**config.mk**
```make
export PLATFORM = sky130hd
export DESIGN_NAME = pol_dev_flat
export DESIGN_NICKNAME = d
export VERILOG_FILES = /design/src/pol_pkg.sv /design/src/pol_if.sv /design/src/pol_dev.sv /design/src/flat_wrapper.sv
export SDC_FILE = /design/constraint.sdc
export NUM_CORES = 1
export LEC_CHECK = 0
export BUFFER_PORTS_ARGS = -buffer_cell sky130_fd_sc_hd__buf_2
export CORE_MARGIN = 3
export CORE_UTILIZATION = 48
export CTS_BUF_LIST = sky130_fd_sc_hd__clkbuf_8
export DETAILED_ROUTE_END_ITERATION = 16
export GPL_TIMING_DRIVEN = 0
export SLEW_MARGIN = 25
export SYNTH_ARGS = -nofsm -noshare
export SYNTH_HDL_FRONTEND = slang
export SYNTH_SLANG_ARGS = --single-unit
```
**constraint.sdc**
```tcl
create_clock -name i_clk -period 4.5 [get_ports i_clk]
set_input_delay 0.675 -clock i_clk [delete_from_list [all_inputs] [get_ports i_clk]]
set_output_delay 0.675 -clock i_clk [all_outputs]
set_load 0.03 [all_outputs]
```
**src/pol_pkg.sv**
```systemverilog
// shared constants for the parallel output link configuration block
package pol_pkg;
  // timing
  localparam int CLK_PERIOD_NS  = 5;
  localparam int LCLK_PERIOD_NS = 80;
  localparam int LCLK_HALF      = LCLK_PERIOD_NS / CLK_PERIOD_NS / 2;
  localparam int DCW            = $clog2(LCLK_HALF);
  // widths
  localparam int AW   = 10;
  localparam int DW   = 16;
  localparam int SW   = 12;
  localparam int NBUS = 4;
  localparam int NPAT = 8;
  localparam int FIFO_DEPTH = 8;
  // device register map
  localparam logic [AW-1:0] ADR_PAT0  = 10'h180;
  localparam logic [AW-1:0] PAT_AMASK = 10'h3F1;
  localparam int            PAT_IDX_LSB = 1;
  localparam logic [AW-1:0] ADR_PCTL  = 10'h190;
  localparam logic [AW-1:0] ADR_LEN   = 10'h200;
  localparam logic [AW-1:0] ADR_OUTPUT_LINK_MODE = 10'h201;
  localparam logic [AW-1:0] ADR_PSEL  = 10'h1F0;
  localparam logic [AW-1:0] ADR_CAL   = 10'h060;
  // reset values
  localparam logic [7:0]    PCTL_RST  = 8'h1E;
  localparam logic [7:0]    LEN_RST   = 8'h01;
  localparam logic [7:0]    OUTPUT_LINK_MODE_RST = 8'h01;
  localparam logic [7:0]    PSEL_RST  = 8'h00;
  localparam logic [7:0]    CAL_RST   = 8'h00;
  localparam logic [DW-1:0] PAT_RST_EVEN = 16'h0000;
  localparam logic [DW-1:0] PAT_RST_ODD  = 16'h0FFF;
  // field positions
  localparam int PCTL_LANE  = 4;
  localparam int LEN_EN     = 0;
  localparam int MODE_DEMUX = 0;
  localparam int MODE_ALIGN = 1;
  localparam int MODE_DES   = 2;
  localparam int MODE_WID   = 4;
  localparam int PSEL_USR   = 0;
  localparam int CAL_EN     = 0;
  localparam int INV_BASE   = 8;
  // built-in lane sequence, bit i set means sample i is all ones
  localparam logic [NPAT-1:0] LANE_SEQ = 8'hE2;
  localparam logic [3:0][SW-1:0] WID_MASK = {12'hFF0, 12'hFFC, 12'hFFE, 12'hFFF};
  localparam logic [7:0] FRAME_LAST = 8'h7F;
  localparam logic [2:0] PIDX_ONE   = 3'h1;
  localparam logic [2:0] PIDX_TWO   = 3'h2;
  // host apb map
  localparam logic [11:0] H_ADDR  = 12'h000;
  localparam logic [11:0] H_WDATA = 12'h004;
  localparam logic [11:0] H_GO    = 12'h008;
  localparam logic [11:0] H_STAT  = 12'h00C;
  localparam logic [11:0] H_CAP0  = 12'h010;
  localparam logic [11:0] H_CAP1  = 12'h014;
  localparam logic [11:0] H_STRB  = 12'h018;
  localparam int GO_WR = 0;
  typedef enum logic [2:0] {
    HS_IDLE = 3'b001,
    HS_REQ  = 3'b010,
    HS_DROP = 3'b100
  } pol_hst_t;
endpackage : pol_pkg

```
**src/pol_if.sv**
```systemverilog
// link between the output device and its host / receiving logic
`timescale 1ns/1ps
interface pol_if;
  import pol_pkg::*;
  logic                      cfg_req;
  logic                      cfg_we;
  logic [AW-1:0]             cfg_addr;
  logic [DW-1:0]             cfg_wdata;
  logic                      cfg_ack;
  logic [DW-1:0]             cfg_rdata;
  logic                      lclk;
  logic [NBUS-1:0][SW-1:0]   bus;
  logic                      strobe;
  logic                      pwr;
  modport dev  (input cfg_req, cfg_we, cfg_addr, cfg_wdata,
                output cfg_ack, cfg_rdata, lclk, bus, strobe, pwr);
  modport host (output cfg_req, cfg_we, cfg_addr, cfg_wdata,
                input cfg_ack, cfg_rdata, lclk, bus, strobe, pwr);
endinterface : pol_if

```
**src/pol_dev.sv**
```systemverilog
// output device end: config registers, sample fifo, pattern and bus drive
//
// The implementer's own choice: the APB interface to the registers.
`timescale 1ns/1ps
module pol_fifo #(
  parameter int W = 24,
  parameter int D = 8
) (
  input  wire logic          i_clk,
  input  wire logic          i_rst_n,
  input  wire logic          i_valid,
  input  wire logic [W-1:0]  i_data,
  output      logic          o_ready,
  output      logic          o_valid,
  output      logic [W-1:0]  o_data,
  input  wire logic          i_ready
);
  // depth must be a power of two: pointers wrap naturally
  localparam int PW = $clog2(D);
  logic [W-1:0] mem [D];
  logic [PW-1:0] wp_q, rp_q;
  logic [PW:0]   cnt_q;
  logic [PW:0]   cnt_d;
  logic          rdy_q;
  wire push = i_valid & rdy_q;
  wire pop  = o_valid & i_ready;
  assign cnt_d   = cnt_q + (PW+1)'(push) - (PW+1)'(pop);
  assign o_valid = (cnt_q != '0);
  assign o_data  = mem[rp_q];
  assign o_ready = rdy_q;
  always_ff @(posedge i_clk) begin
    if (push) begin
      mem[wp_q] <= i_data;
    end
  end
  always_ff @(posedge i_clk) begin
    if (!i_rst_n) begin
      wp_q  <= '0;
      rp_q  <= '0;
      cnt_q <= '0;
      rdy_q <= 1'b0;
    end else begin
      wp_q  <= wp_q + PW'(push);
      rp_q  <= rp_q + PW'(pop);
      cnt_q <= cnt_d;
      rdy_q <= cnt_d < (PW+1)'(D);
    end
  end
endmodule : pol_fifo

// Functional notes
// RULE1: lane shortcut replaces samples with fixed sequence
// RULE2: host still selects user pattern source
// RULE3: bus inversion applies to lane shortcut too
// RULE4: invert bit 11/10/9/8 on bus D/C/B/A
// RULE5: host changes pattern control only while disabled
// RULE6: link enable bit, resets to one
// RULE7: disabled link: reset, powered down, clock gated
// RULE8: disabled link holds frame counter in reset
// RULE9: host clears enable before other config writes
// RULE10: calibration on before enable, off after
// RULE11: calibration off while changing interleave bit
// RULE12: width field selects 12/11/10/8 bit samples
// RULE13: interleave bit: dual or single channel
// RULE14: alignment bit: staggered or aligned buses
// RULE15: demux bit: two or four buses
// RULE16: unit interval one or two link cycles
// RULE17: eight 12-bit pattern sample registers
// RULE18: reserved bits stored, read back, no effect
module pol_dev (
  input  wire logic                       i_clk,
  input  wire logic                       i_rst_n,
  pol_if.dev                              link,
  input  wire logic                       i_smp_valid,
  input  wire logic [2*pol_pkg::SW-1:0]   i_smp_data,
  output      logic                       o_smp_ready,
  input  wire logic                       i_tref,
  output      logic                       o_link_on
);
  import pol_pkg::*;
  localparam int CB = 1 + AW + DW;

  // config handshake crossing
  logic          req_s1_q, req_s2_q, rq_q, ack_q;
  logic [CB-1:0] cb_s1_q, cb_s2_q;
  logic [DW-1:0] rdata_q;
  always_ff @(posedge i_clk) begin
    if (!i_rst_n) begin
      req_s1_q <= 1'b0;
      req_s2_q <= 1'b0;
      rq_q     <= 1'b0;
      ack_q    <= 1'b0;
      cb_s1_q  <= '0;
      cb_s2_q  <= '0;
    end else begin
      req_s1_q <= link.cfg_req;
      req_s2_q <= req_s1_q;
      rq_q     <= req_s2_q;
      ack_q    <= rq_q;
      cb_s1_q  <= {link.cfg_we, link.cfg_addr, link.cfg_wdata};
      cb_s2_q  <= cb_s1_q;
    end
  end
  wire          c_we    = cb_s2_q[CB-1];
  wire [AW-1:0] c_addr  = cb_s2_q[DW +: AW];
  wire [DW-1:0] c_wdata = cb_s2_q[DW-1:0];
  wire          wr_stb  = req_s2_q & ~rq_q & c_we;

  // register file
  logic [7:0]    pctl_q, len_q, mode_q, psel_q, cal_q;
  logic [DW-1:0] pat_q [NPAT];
  wire           pat_hit = (c_addr & PAT_AMASK) == ADR_PAT0;
  wire [2:0]     pattern_source_select = c_addr[PAT_IDX_LSB +: 3];
  wire           wr_pctl = wr_stb & (c_addr == ADR_PCTL);
  wire           wr_len  = wr_stb & (c_addr == ADR_LEN);
  wire           wr_mode = wr_stb & (c_addr == ADR_OUTPUT_LINK_MODE);
  wire           wr_psel = wr_stb & (c_addr == ADR_PSEL);
  wire           wr_cal  = wr_stb & (c_addr == ADR_CAL);
  // RULE18: full bytes kept for read back
  wire [DW-1:0]  rd_val  = pat_hit ? pat_q[pattern_source_select] :
                           (c_addr == ADR_PCTL)  ? {8'h00, pctl_q} :
                           (c_addr == ADR_LEN)   ? {8'h00, len_q}  :
                           (c_addr == ADR_OUTPUT_LINK_MODE) ? {8'h00, mode_q} :
                           (c_addr == ADR_PSEL)  ? {8'h00, psel_q} :
                           (c_addr == ADR_CAL)   ? {8'h00, cal_q}  : 16'h0000;
  always_ff @(posedge i_clk) begin
    if (!i_rst_n) begin
      pctl_q  <= PCTL_RST;
      // RULE6: enabled out of reset
      len_q   <= LEN_RST;
      mode_q  <= OUTPUT_LINK_MODE_RST;
      psel_q  <= PSEL_RST;
      cal_q   <= CAL_RST;
      rdata_q <= '0;
    end else begin
      if (wr_pctl) pctl_q <= c_wdata[7:0];
      if (wr_len)  len_q  <= c_wdata[7:0];
      if (wr_mode) mode_q <= c_wdata[7:0];
      if (wr_psel) psel_q <= c_wdata[7:0];
      if (wr_cal)  cal_q  <= c_wdata[7:0];
      if (req_s2_q) rdata_q <= rd_val;
    end
  end
  // RULE17: pattern sample storage
  for (genvar i = 0; i < NPAT; i++) begin : g_pat
    always_ff @(posedge i_clk) begin
      if (!i_rst_n) begin
        pat_q[i] <= (i % 2 == 1) ? PAT_RST_ODD : PAT_RST_EVEN;
      end else if (wr_stb & pat_hit & (pattern_source_select == 3'(i))) begin
        pat_q[i] <= c_wdata;
      end
    end
  end
  assign link.cfg_ack   = ack_q;
  assign link.cfg_rdata = rdata_q;

  wire       en      = len_q[LEN_EN];
  wire       lane    = pctl_q[PCTL_LANE];
  wire       demux   = mode_q[MODE_DEMUX];
  wire       aligned = mode_q[MODE_ALIGN];
  wire       des     = mode_q[MODE_DES];
  wire [1:0] wid     = mode_q[MODE_WID +: 2];
  wire       usr     = psel_q[PSEL_USR];

  // link clock divider, gated low while disabled
  logic [DCW-1:0] dcnt_q;
  logic           lclk_q, phase_q, fall_q, pwr_q;
  wire  wrap  = dcnt_q == DCW'(LCLK_HALF - 1);
  wire  fall  = en & wrap & lclk_q;
  // RULE16: second link cycle of a demux-by-2 unit interval
  wire  half  = demux & phase_q;
  wire  ui_st = fall & ~half;
  always_ff @(posedge i_clk) begin
    // RULE7: interface held in reset, clock gated
    if (!i_rst_n || !en) begin
      dcnt_q  <= '0;
      lclk_q  <= 1'b0;
      phase_q <= 1'b0;
      fall_q  <= 1'b0;
    end else begin
      dcnt_q  <= wrap ? '0 : dcnt_q + DCW'(1);
      lclk_q  <= wrap ? ~lclk_q : lclk_q;
      phase_q <= (fall & demux) ? ~phase_q : phase_q;
      fall_q  <= fall;
    end
  end

  // sample stream; disabled link stops draining so the fifo back-pressures
  logic          f_valid;
  logic [2*SW-1:0] f_data;
  pol_fifo #(.W(2*SW), .D(FIFO_DEPTH)) u_fifo (
    .i_clk   (i_clk),
    .i_rst_n (i_rst_n),
    .i_valid (i_smp_valid),
    .i_data  (i_smp_data),
    .o_ready (o_smp_ready),
    .o_valid (f_valid),
    .o_data  (f_data),
    .i_ready (fall & ~usr)
  );

  // user pattern source
  logic [2:0]    pidx_q;
  logic [SW-1:0] pv [NPAT];
  for (genvar i = 0; i < NPAT; i++) begin : g_pv
    // RULE1: fixed lane sequence overrides the samples
    assign pv[i] = lane ? {SW{LANE_SEQ[i]}} : pat_q[i][SW-1:0];
  end
  // RULE13: single channel spreads consecutive samples, dual repeats
  wire [2:0]    pidx_b = des ? pidx_q + PIDX_ONE : pidx_q;
  wire [SW-1:0] lo = usr ? pv[pidx_q] : (f_valid ? f_data[SW-1:0] : '0);
  wire [SW-1:0] hi = usr ? pv[pidx_b] : (f_valid ? f_data[2*SW-1:SW] : '0);
  always_ff @(posedge i_clk) begin
    if (!i_rst_n || !en) begin
      pidx_q <= '0;
    end else if (fall & usr) begin
      pidx_q <= pidx_q + (des ? PIDX_TWO : PIDX_ONE);
    end
  end

  // bus drive; staggering puts odd buses one clock behind
  logic [SW-1:0] bus_q [NBUS];
  logic [SW-1:0] nv_q  [NBUS];
  logic [NBUS-1:0] ld_q;
  for (genvar b = 0; b < NBUS; b++) begin : g_bus
    wire [SW-1:0] src  = (b % 2 == 1) ? hi : lo;
    // RULE3: inversion also under the lane shortcut
    wire          inv  = usr & pctl_q[b];
    // RULE4: bus b flips pattern bit 8+b
    wire [SW-1:0] flip = {{(SW-1){1'b0}}, inv} << (INV_BASE + b);
    // RULE12: low bits cleared for narrower samples
    wire [SW-1:0] nv   = (src ^ flip) & WID_MASK[wid];
    // RULE15: buses C and D only carry data in demux-by-2
    wire          act  = fall & ((b < 2) ? ~half : half);
    // RULE14: even buses lead when staggered
    wire          now  = act & ~aligned & (b % 2 == 0);
    wire          late = ld_q[b] & (aligned | (b % 2 == 1));
    always_ff @(posedge i_clk) begin
      if (!i_rst_n || !en) begin
        bus_q[b] <= '0;
        nv_q[b]  <= '0;
        ld_q[b]  <= 1'b0;
      end else begin
        ld_q[b] <= act;
        if (act) nv_q[b] <= nv;
        if (now) bus_q[b] <= nv;
        else if (late) bus_q[b] <= nv_q[b];
      end
    end
    assign link.bus[b] = bus_q[b];
  end

  // frame counter and strobe
  logic       t1_q, t2_q, t3_q, strobe_q;
  logic [7:0] fcnt_q;
  wire        tref_edge = t2_q & ~t3_q;
  always_ff @(posedge i_clk) begin
    if (!i_rst_n) begin
      t1_q <= 1'b0;
      t2_q <= 1'b0;
      t3_q <= 1'b0;
    end else begin
      t1_q <= i_tref;
      t2_q <= t1_q;
      t3_q <= t2_q;
    end
  end
  always_ff @(posedge i_clk) begin
    // RULE8: no realignment while disabled
    if (!i_rst_n || !en) begin
      fcnt_q   <= '0;
      strobe_q <= 1'b0;
    end else if (tref_edge) begin
      fcnt_q   <= '0;
    end else if (ui_st) begin
      fcnt_q   <= (fcnt_q == FRAME_LAST) ? '0 : fcnt_q + 8'h01;
      strobe_q <= (fcnt_q == 8'h00);
    end
  end
  always_ff @(posedge i_clk) begin
    if (!i_rst_n) begin
      pwr_q <= 1'b0;
    end else begin
      // RULE7: outputs powered only when enabled
      pwr_q <= en;
    end
  end
  assign link.lclk   = lclk_q;
  assign link.strobe = strobe_q;
  assign link.pwr    = pwr_q;
  assign o_link_on   = pwr_q;
endmodule : pol_dev

```
**src/flat_wrapper.sv**
```systemverilog
// flat-port wrapper written by rule: the top's interface ports become plain ports
module pol_dev_flat import pol_pkg::*;
  (i_clk, i_rst_n, i_smp_valid, i_smp_data, o_smp_ready, i_tref, o_link_on, link_cfg_req, link_cfg_we, link_cfg_addr, link_cfg_wdata, link_cfg_ack, link_cfg_rdata, link_lclk, link_bus, link_strobe, link_pwr);
  pol_if link_i ();
  input  wire logic i_clk;
  input  wire logic i_rst_n;
  input  wire logic i_smp_valid;
  input  wire logic [2*pol_pkg::SW-1:0] i_smp_data;
  output      logic o_smp_ready;
  input  wire logic i_tref;
  output      logic o_link_on;
  input wire logic [$bits(link_i.cfg_req)-1:0] link_cfg_req;
  input wire logic [$bits(link_i.cfg_we)-1:0] link_cfg_we;
  input wire logic [$bits(link_i.cfg_addr)-1:0] link_cfg_addr;
  input wire logic [$bits(link_i.cfg_wdata)-1:0] link_cfg_wdata;
  output wire logic [$bits(link_i.cfg_ack)-1:0] link_cfg_ack;
  output wire logic [$bits(link_i.cfg_rdata)-1:0] link_cfg_rdata;
  output wire logic [$bits(link_i.lclk)-1:0] link_lclk;
  output wire logic [$bits(link_i.bus)-1:0] link_bus;
  output wire logic [$bits(link_i.strobe)-1:0] link_strobe;
  output wire logic [$bits(link_i.pwr)-1:0] link_pwr;
  assign link_i.cfg_req = link_cfg_req;
  assign link_i.cfg_we = link_cfg_we;
  assign link_i.cfg_addr = link_cfg_addr;
  assign link_i.cfg_wdata = link_cfg_wdata;
  assign link_cfg_ack = link_i.cfg_ack;
  assign link_cfg_rdata = link_i.cfg_rdata;
  assign link_lclk = link_i.lclk;
  assign link_bus = link_i.bus;
  assign link_strobe = link_i.strobe;
  assign link_pwr = link_i.pwr;
  pol_dev u_core (.i_clk(i_clk), .i_rst_n(i_rst_n), .link(link_i), .i_smp_valid(i_smp_valid), .i_smp_data(i_smp_data), .o_smp_ready(o_smp_ready), .i_tref(i_tref), .o_link_on(o_link_on));
endmodule
```
==> results by stage <==
Min path:
- The worst hold-check path type is input port to flip-flop.
- The worst hold path begins at link_cfg_wdata[13].
- The worst hold path terminates at u_core.cb_s1_q[13].
- Along the worst hold path, the cell count comes to 2.

Placement:
- At the placement stage, the worst setup path has a slack of 0.8259 ns.
- The wire-length estimate of the detail-placed layout is 52.92 mm.
- The final estimated routing congestion in global placement is 0.9863.
- The instance area at placement is 26960 um^2.
- Input and output buffers added on the ports amount to between 100 and 150.

Cells and area:
- The most common cell after layout, fill and taps aside is sky130_fd_sc_hd__edfxtp_1.
- In the final layout, the share of cells above drive strength 1 is 23.06%.
- The final standard cell utilization of the core is about 57%.
- Leaving out fill and tap cells, the most frequent cells in the layout are sky130_fd_sc_hd__edfxtp_1 (416), sky130_fd_sc_hd__buf_2 (185), sky130_fd_sc_hd__and2_1 (165), sky130_fd_sc_hd__dfxtp_1 (148), sky130_fd_sc_hd__nand2_1 (112).
- The net count reported at finish is 2207.
- Summing all non-filler instances in the final layout gives an area of 28700 um^2.
- The area growth from synthesis to layout is 14.90%.

Drt:
- Detailed routing inserted a total of 16942 vias.
- The length of the first detailed-routing pass in iterations is 6.
- The wire length after detailed routing is 72.96 mm.
- Using the TritonRoute via totals, the vias-per-cell ratio works out to 5.870.
- In the routed design, unresolved DRC markers number 0.
- The post-route antenna net violation count is 0.
- Dividing the detail-routed wire length by the instance count gives 25.28 um.
- For this block, the initial DRC count from the detailed router was around 1800.

Flow run:
- The tool flagged a number of max-cap violations equal to 0.

CTS:
- Counting every sink on the clock net gives 564.
- Buffers inserted during clock tree synthesis total 90.
- The later pin in the worst-skew pair is clocked with a latency of 0.68 ns.
- The buffers inserted during post-CTS setup optimization is 0.
- The number of buffers on the longest clock path is 3.
- TritonCTS built the clock tree.
- The number of levels the H-tree was split into is 3.
- The count of hold buffers inserted by post-cts repair is 0.
- The root buffer cell is sky130_fd_sc_hd__clkbuf_8.
- The number of gates resized after CTS is 0.
- The clock-pin slew on the worst setup and hold paths is 0.06 ns.

Worst setup path:
- STA classifies the critical path endpoint as a flip-flop.
- The end of the worst register-to-register path is u_core.nv_q[3][6].
- Walking the worst path, the cells encountered are clkbuf_1, inv_1, ha_1, buf_2, buf_2, clkbuf_1, a211oi_1, o21a_1, o21ai_0, a21oi_1.
- The highest cell delay on the worst timing path is ~0.59 ns.
- The worst register-to-register path begins at u_core.mode_q[2].
- The critical path start-end classification is flip-flop to flip-flop.
- For the worst setup path, the data required time is 4.87 ns.
- The number of cell instances on the worst register-to-register path is 10.
- Among all stages on the critical path, the largest delay is contributed by sky130_fd_sc_hd__o21ai_0.
- In this run the worst path has a maximum fanout of 10.
- The data arrival at the endpoint of the critical path is about 4.3 ns.
- The worst setup path is launched from a flip-flop.
- The reg-to-reg setup timing slack is between 0.6 and 0.7 ns.

Synthesis:
- The synthesized netlist devotes between 10% and 20% of its cell area to simple gates.
- The share of synthesized flip-flops with an asynchronous set or reset is 0%.
- The average instance in the mapped netlist occupies about 13 um^2.
- The adder-cell share of the synthesized area is 0.8114%.
- After synthesis the cells add up to 24980 um^2.
- By area, the combinational part of the netlist is dominated by simple AND/OR/NAND/NOR gates.
- Summing the areas of all compound-gate instances in the mapped netlist gives 7.302% of the synthesized area.
- The number of synthesized flops with an enable pin is 416.
- The cell count after synthesis is 1879.
- The xor and xnor area share after synthesis is 0.4908%.
- The fraction of the yosys area taken by sequential cells is between 60% and 70%.
- Synthesis inferred 564 register bits.
- For this run, the number of Yosys warnings is 0.
- The post-synthesis cell type with the largest combined area is sky130_fd_sc_hd__edfxtp_1.
- Counting every net in the synthesized netlist gives 1950.
- For this run, the leading register cell type out of synthesis is sky130_fd_sc_hd__edfxtp_1.
- Yosys attributes the largest share of cell area to sky130_fd_sc_hd__edfxtp_1 (50%), sky130_fd_sc_hd__dfxtp_1 (12%), sky130_fd_sc_hd__mux4_2 (7.0%).
- The top cell type by area accounts for between 50% and 60% of the synthesized area.
- In the synthesized netlist, mux cells make up between 10% and 20% of the area.
- The number of distinct library cell variants in the gate-level netlist after synthesis is 73.

Global route:
- The via count of the first global-routing pass is 16499.
- Global routing used 26.84% of the available tracks.
- The number of antenna violations at the first check in global routing came to 2.
- The wire length of the first global-routing pass is 107.0 mm.
- The largest net degree at the start of global routing is 25.
- The overall overflow remaining after global route is 0.

Timing:
- The worst setup slack after layout is around 0.62 ns.
- The count of final hold-check violations is 0.
- For the final database, setup skew stands at 0.03181 ns.
- The number of max-slew violations in the final report is 0.
- The routed design could run at a clock period as short as 3.881 ns.
- The final critical path takes up 86.23% of the cycle.
- Static timing analysis puts the maximum clock frequency at 257.7 MHz.
- For the pin with the worst max-slew slack, the measured transition is 1.008 ns.
- The worst slew margin relative to its limit is approximately a third.
- Setup repair after global routing left no endpoint under its margin.
- The worst hold slack across all endpoints is 0.2019 ns.
- The total setup violations reported at the end of the flow is 0.

Pwr:
- The design draws ~11 mW.
- For this design the ratio of total power to cell area is between 300 and 400 nW/um^2.
- The leakage power is 10.16 nW.
- Across the VDD grid, the largest voltage drop is between 0.2 and 0.25 mV.

Floorplanning:
- The floorplan die height is between 200 and 250 um.
- For this configuration, the core starts out at a cell density of 49.19%.
- The area enclosed by the die boundary is about 55000 um^2.
- The floorplan has between 80 and 90 rows.
- The area of the core is 50790 um^2.
- Pin placement for this block handled approximately 130 I/O pins.
- Measured along the x axis, the die boundary spans 234.1 um.

Status:
- The flow ran to the end, and the final reports show no timing, DRC or antenna violations.
## layer usage
metal,track usage (%),vias up,wire [um]
li1,-,7561,-
met1,39.05,8430,31940
met2,40.88,820,32730
met3,4.738,131,6130
met4,9.392,0,2154
met5,0,-,0
## how the worst max path moves through the flow
stage	from	endpoint	slack, ns	depth (start not counted)
after floorplan	i_smp_valid	u_core.u_fifo.mem[2][0]	0.59	2
after global placement	i_smp_valid	u_core.u_fifo.mem[2][11]	-2.45	3
after detailed placement	u_core.mode_q[2]	u_core.nv_q[3][6]	0.83	10
after CTS	u_core.mode_q[2]	u_core.nv_q[3][6]	0.81	10
after global routing	u_core.mode_q[2]	u_core.nv_q[3][6]	0.53	10
final	u_core.mode_q[2]	u_core.nv_q[3][6]	0.62	10
## cell usage after synthesis, drive strengths merged, types with 9 or more instances
master	instances
nand3	29
o21a	15
nor3	47
and2	165
mux2	25
a2bb2oi	9
clkbuf	86
nor2b	45
inv	27
nand2b	54
o22ai	11
mux2i	97
nor2	59
a31oi	11
dfxtp	148
ha	13
o21ai	88
nand2	112
a211oi	11
edfxtp	416
or3	29
a32oi	9
mux4	78
buf	57
and3	31
or3b	21
a21o	9
a21oi	62
## where the power goes
group,internal (mW),switching (mW)
sequential,5.74,0.0754
combinational,0.306,0.632
clock,2.18,1.98
## layout make-up
class | count | area [um^2]
Antenna cell | 2 | 5.005
Buffer | 143 | 615.6
Clock buffer | 105 | 1445
Clock inverter | 63 | 290.3
Fill cell | 4232 | 22080
Inverter | 27 | 101.3
Multi-Input combinational cell | 1145 | 8960
Sequential cell | 564 | 15450
Tap cell | 672 | 840.8
Timing Repair Buffer | 165 | 989.7
## sequential cells by signal (all words and copies together) (netlist names), 8 cells and up
| name | flops |
|---|---|
| u_core.u_fifo.mem | 192 |
| u_core.pat_q | 128 |
| u_core.bus_q | 48 |
| u_core.nv_q | 48 |
| u_core.cb_s1_q | 27 |
| u_core.cb_s2_q | 27 |
| u_core.link.cfg_rdata | 16 |
| u_core.cal_q | 8 |
| u_core.fcnt_q | 8 |
| u_core.len_q | 8 |
| u_core.mode_q | 8 |
| u_core.pctl_q | 8 |
| u_core.psel_q | 8 |
## per-stage QoR
step	setup TNS [ns]	instances
floorplan	0	1879
global placement	-243.03	2676
detailed placement	0	2716
CTS	0	2884
global route	0	2886
finish	0	2886
## worst max-delay path, delay by kind of cell, from the launching register on
family | cells | cell delay (ns)
buffers and inverters | 5 | 1.77
AOI/OAI and AO/OA | 4 | 1.16
adders and majority gates | 1 | 0.31
DFF | 1 | 0.31
## cell families (layout without fill, tap and decap cells)
group	Yosys count	count (layout)
flops	564	564
other cells	0	2
xor+xnor	14	14
fa+ha+maj	15	15
simple gates	634	634
mux	200	200
compound gates	282	282
buf+inv	170	503
No activity file was read; power rests on OpenSTA's default activity.
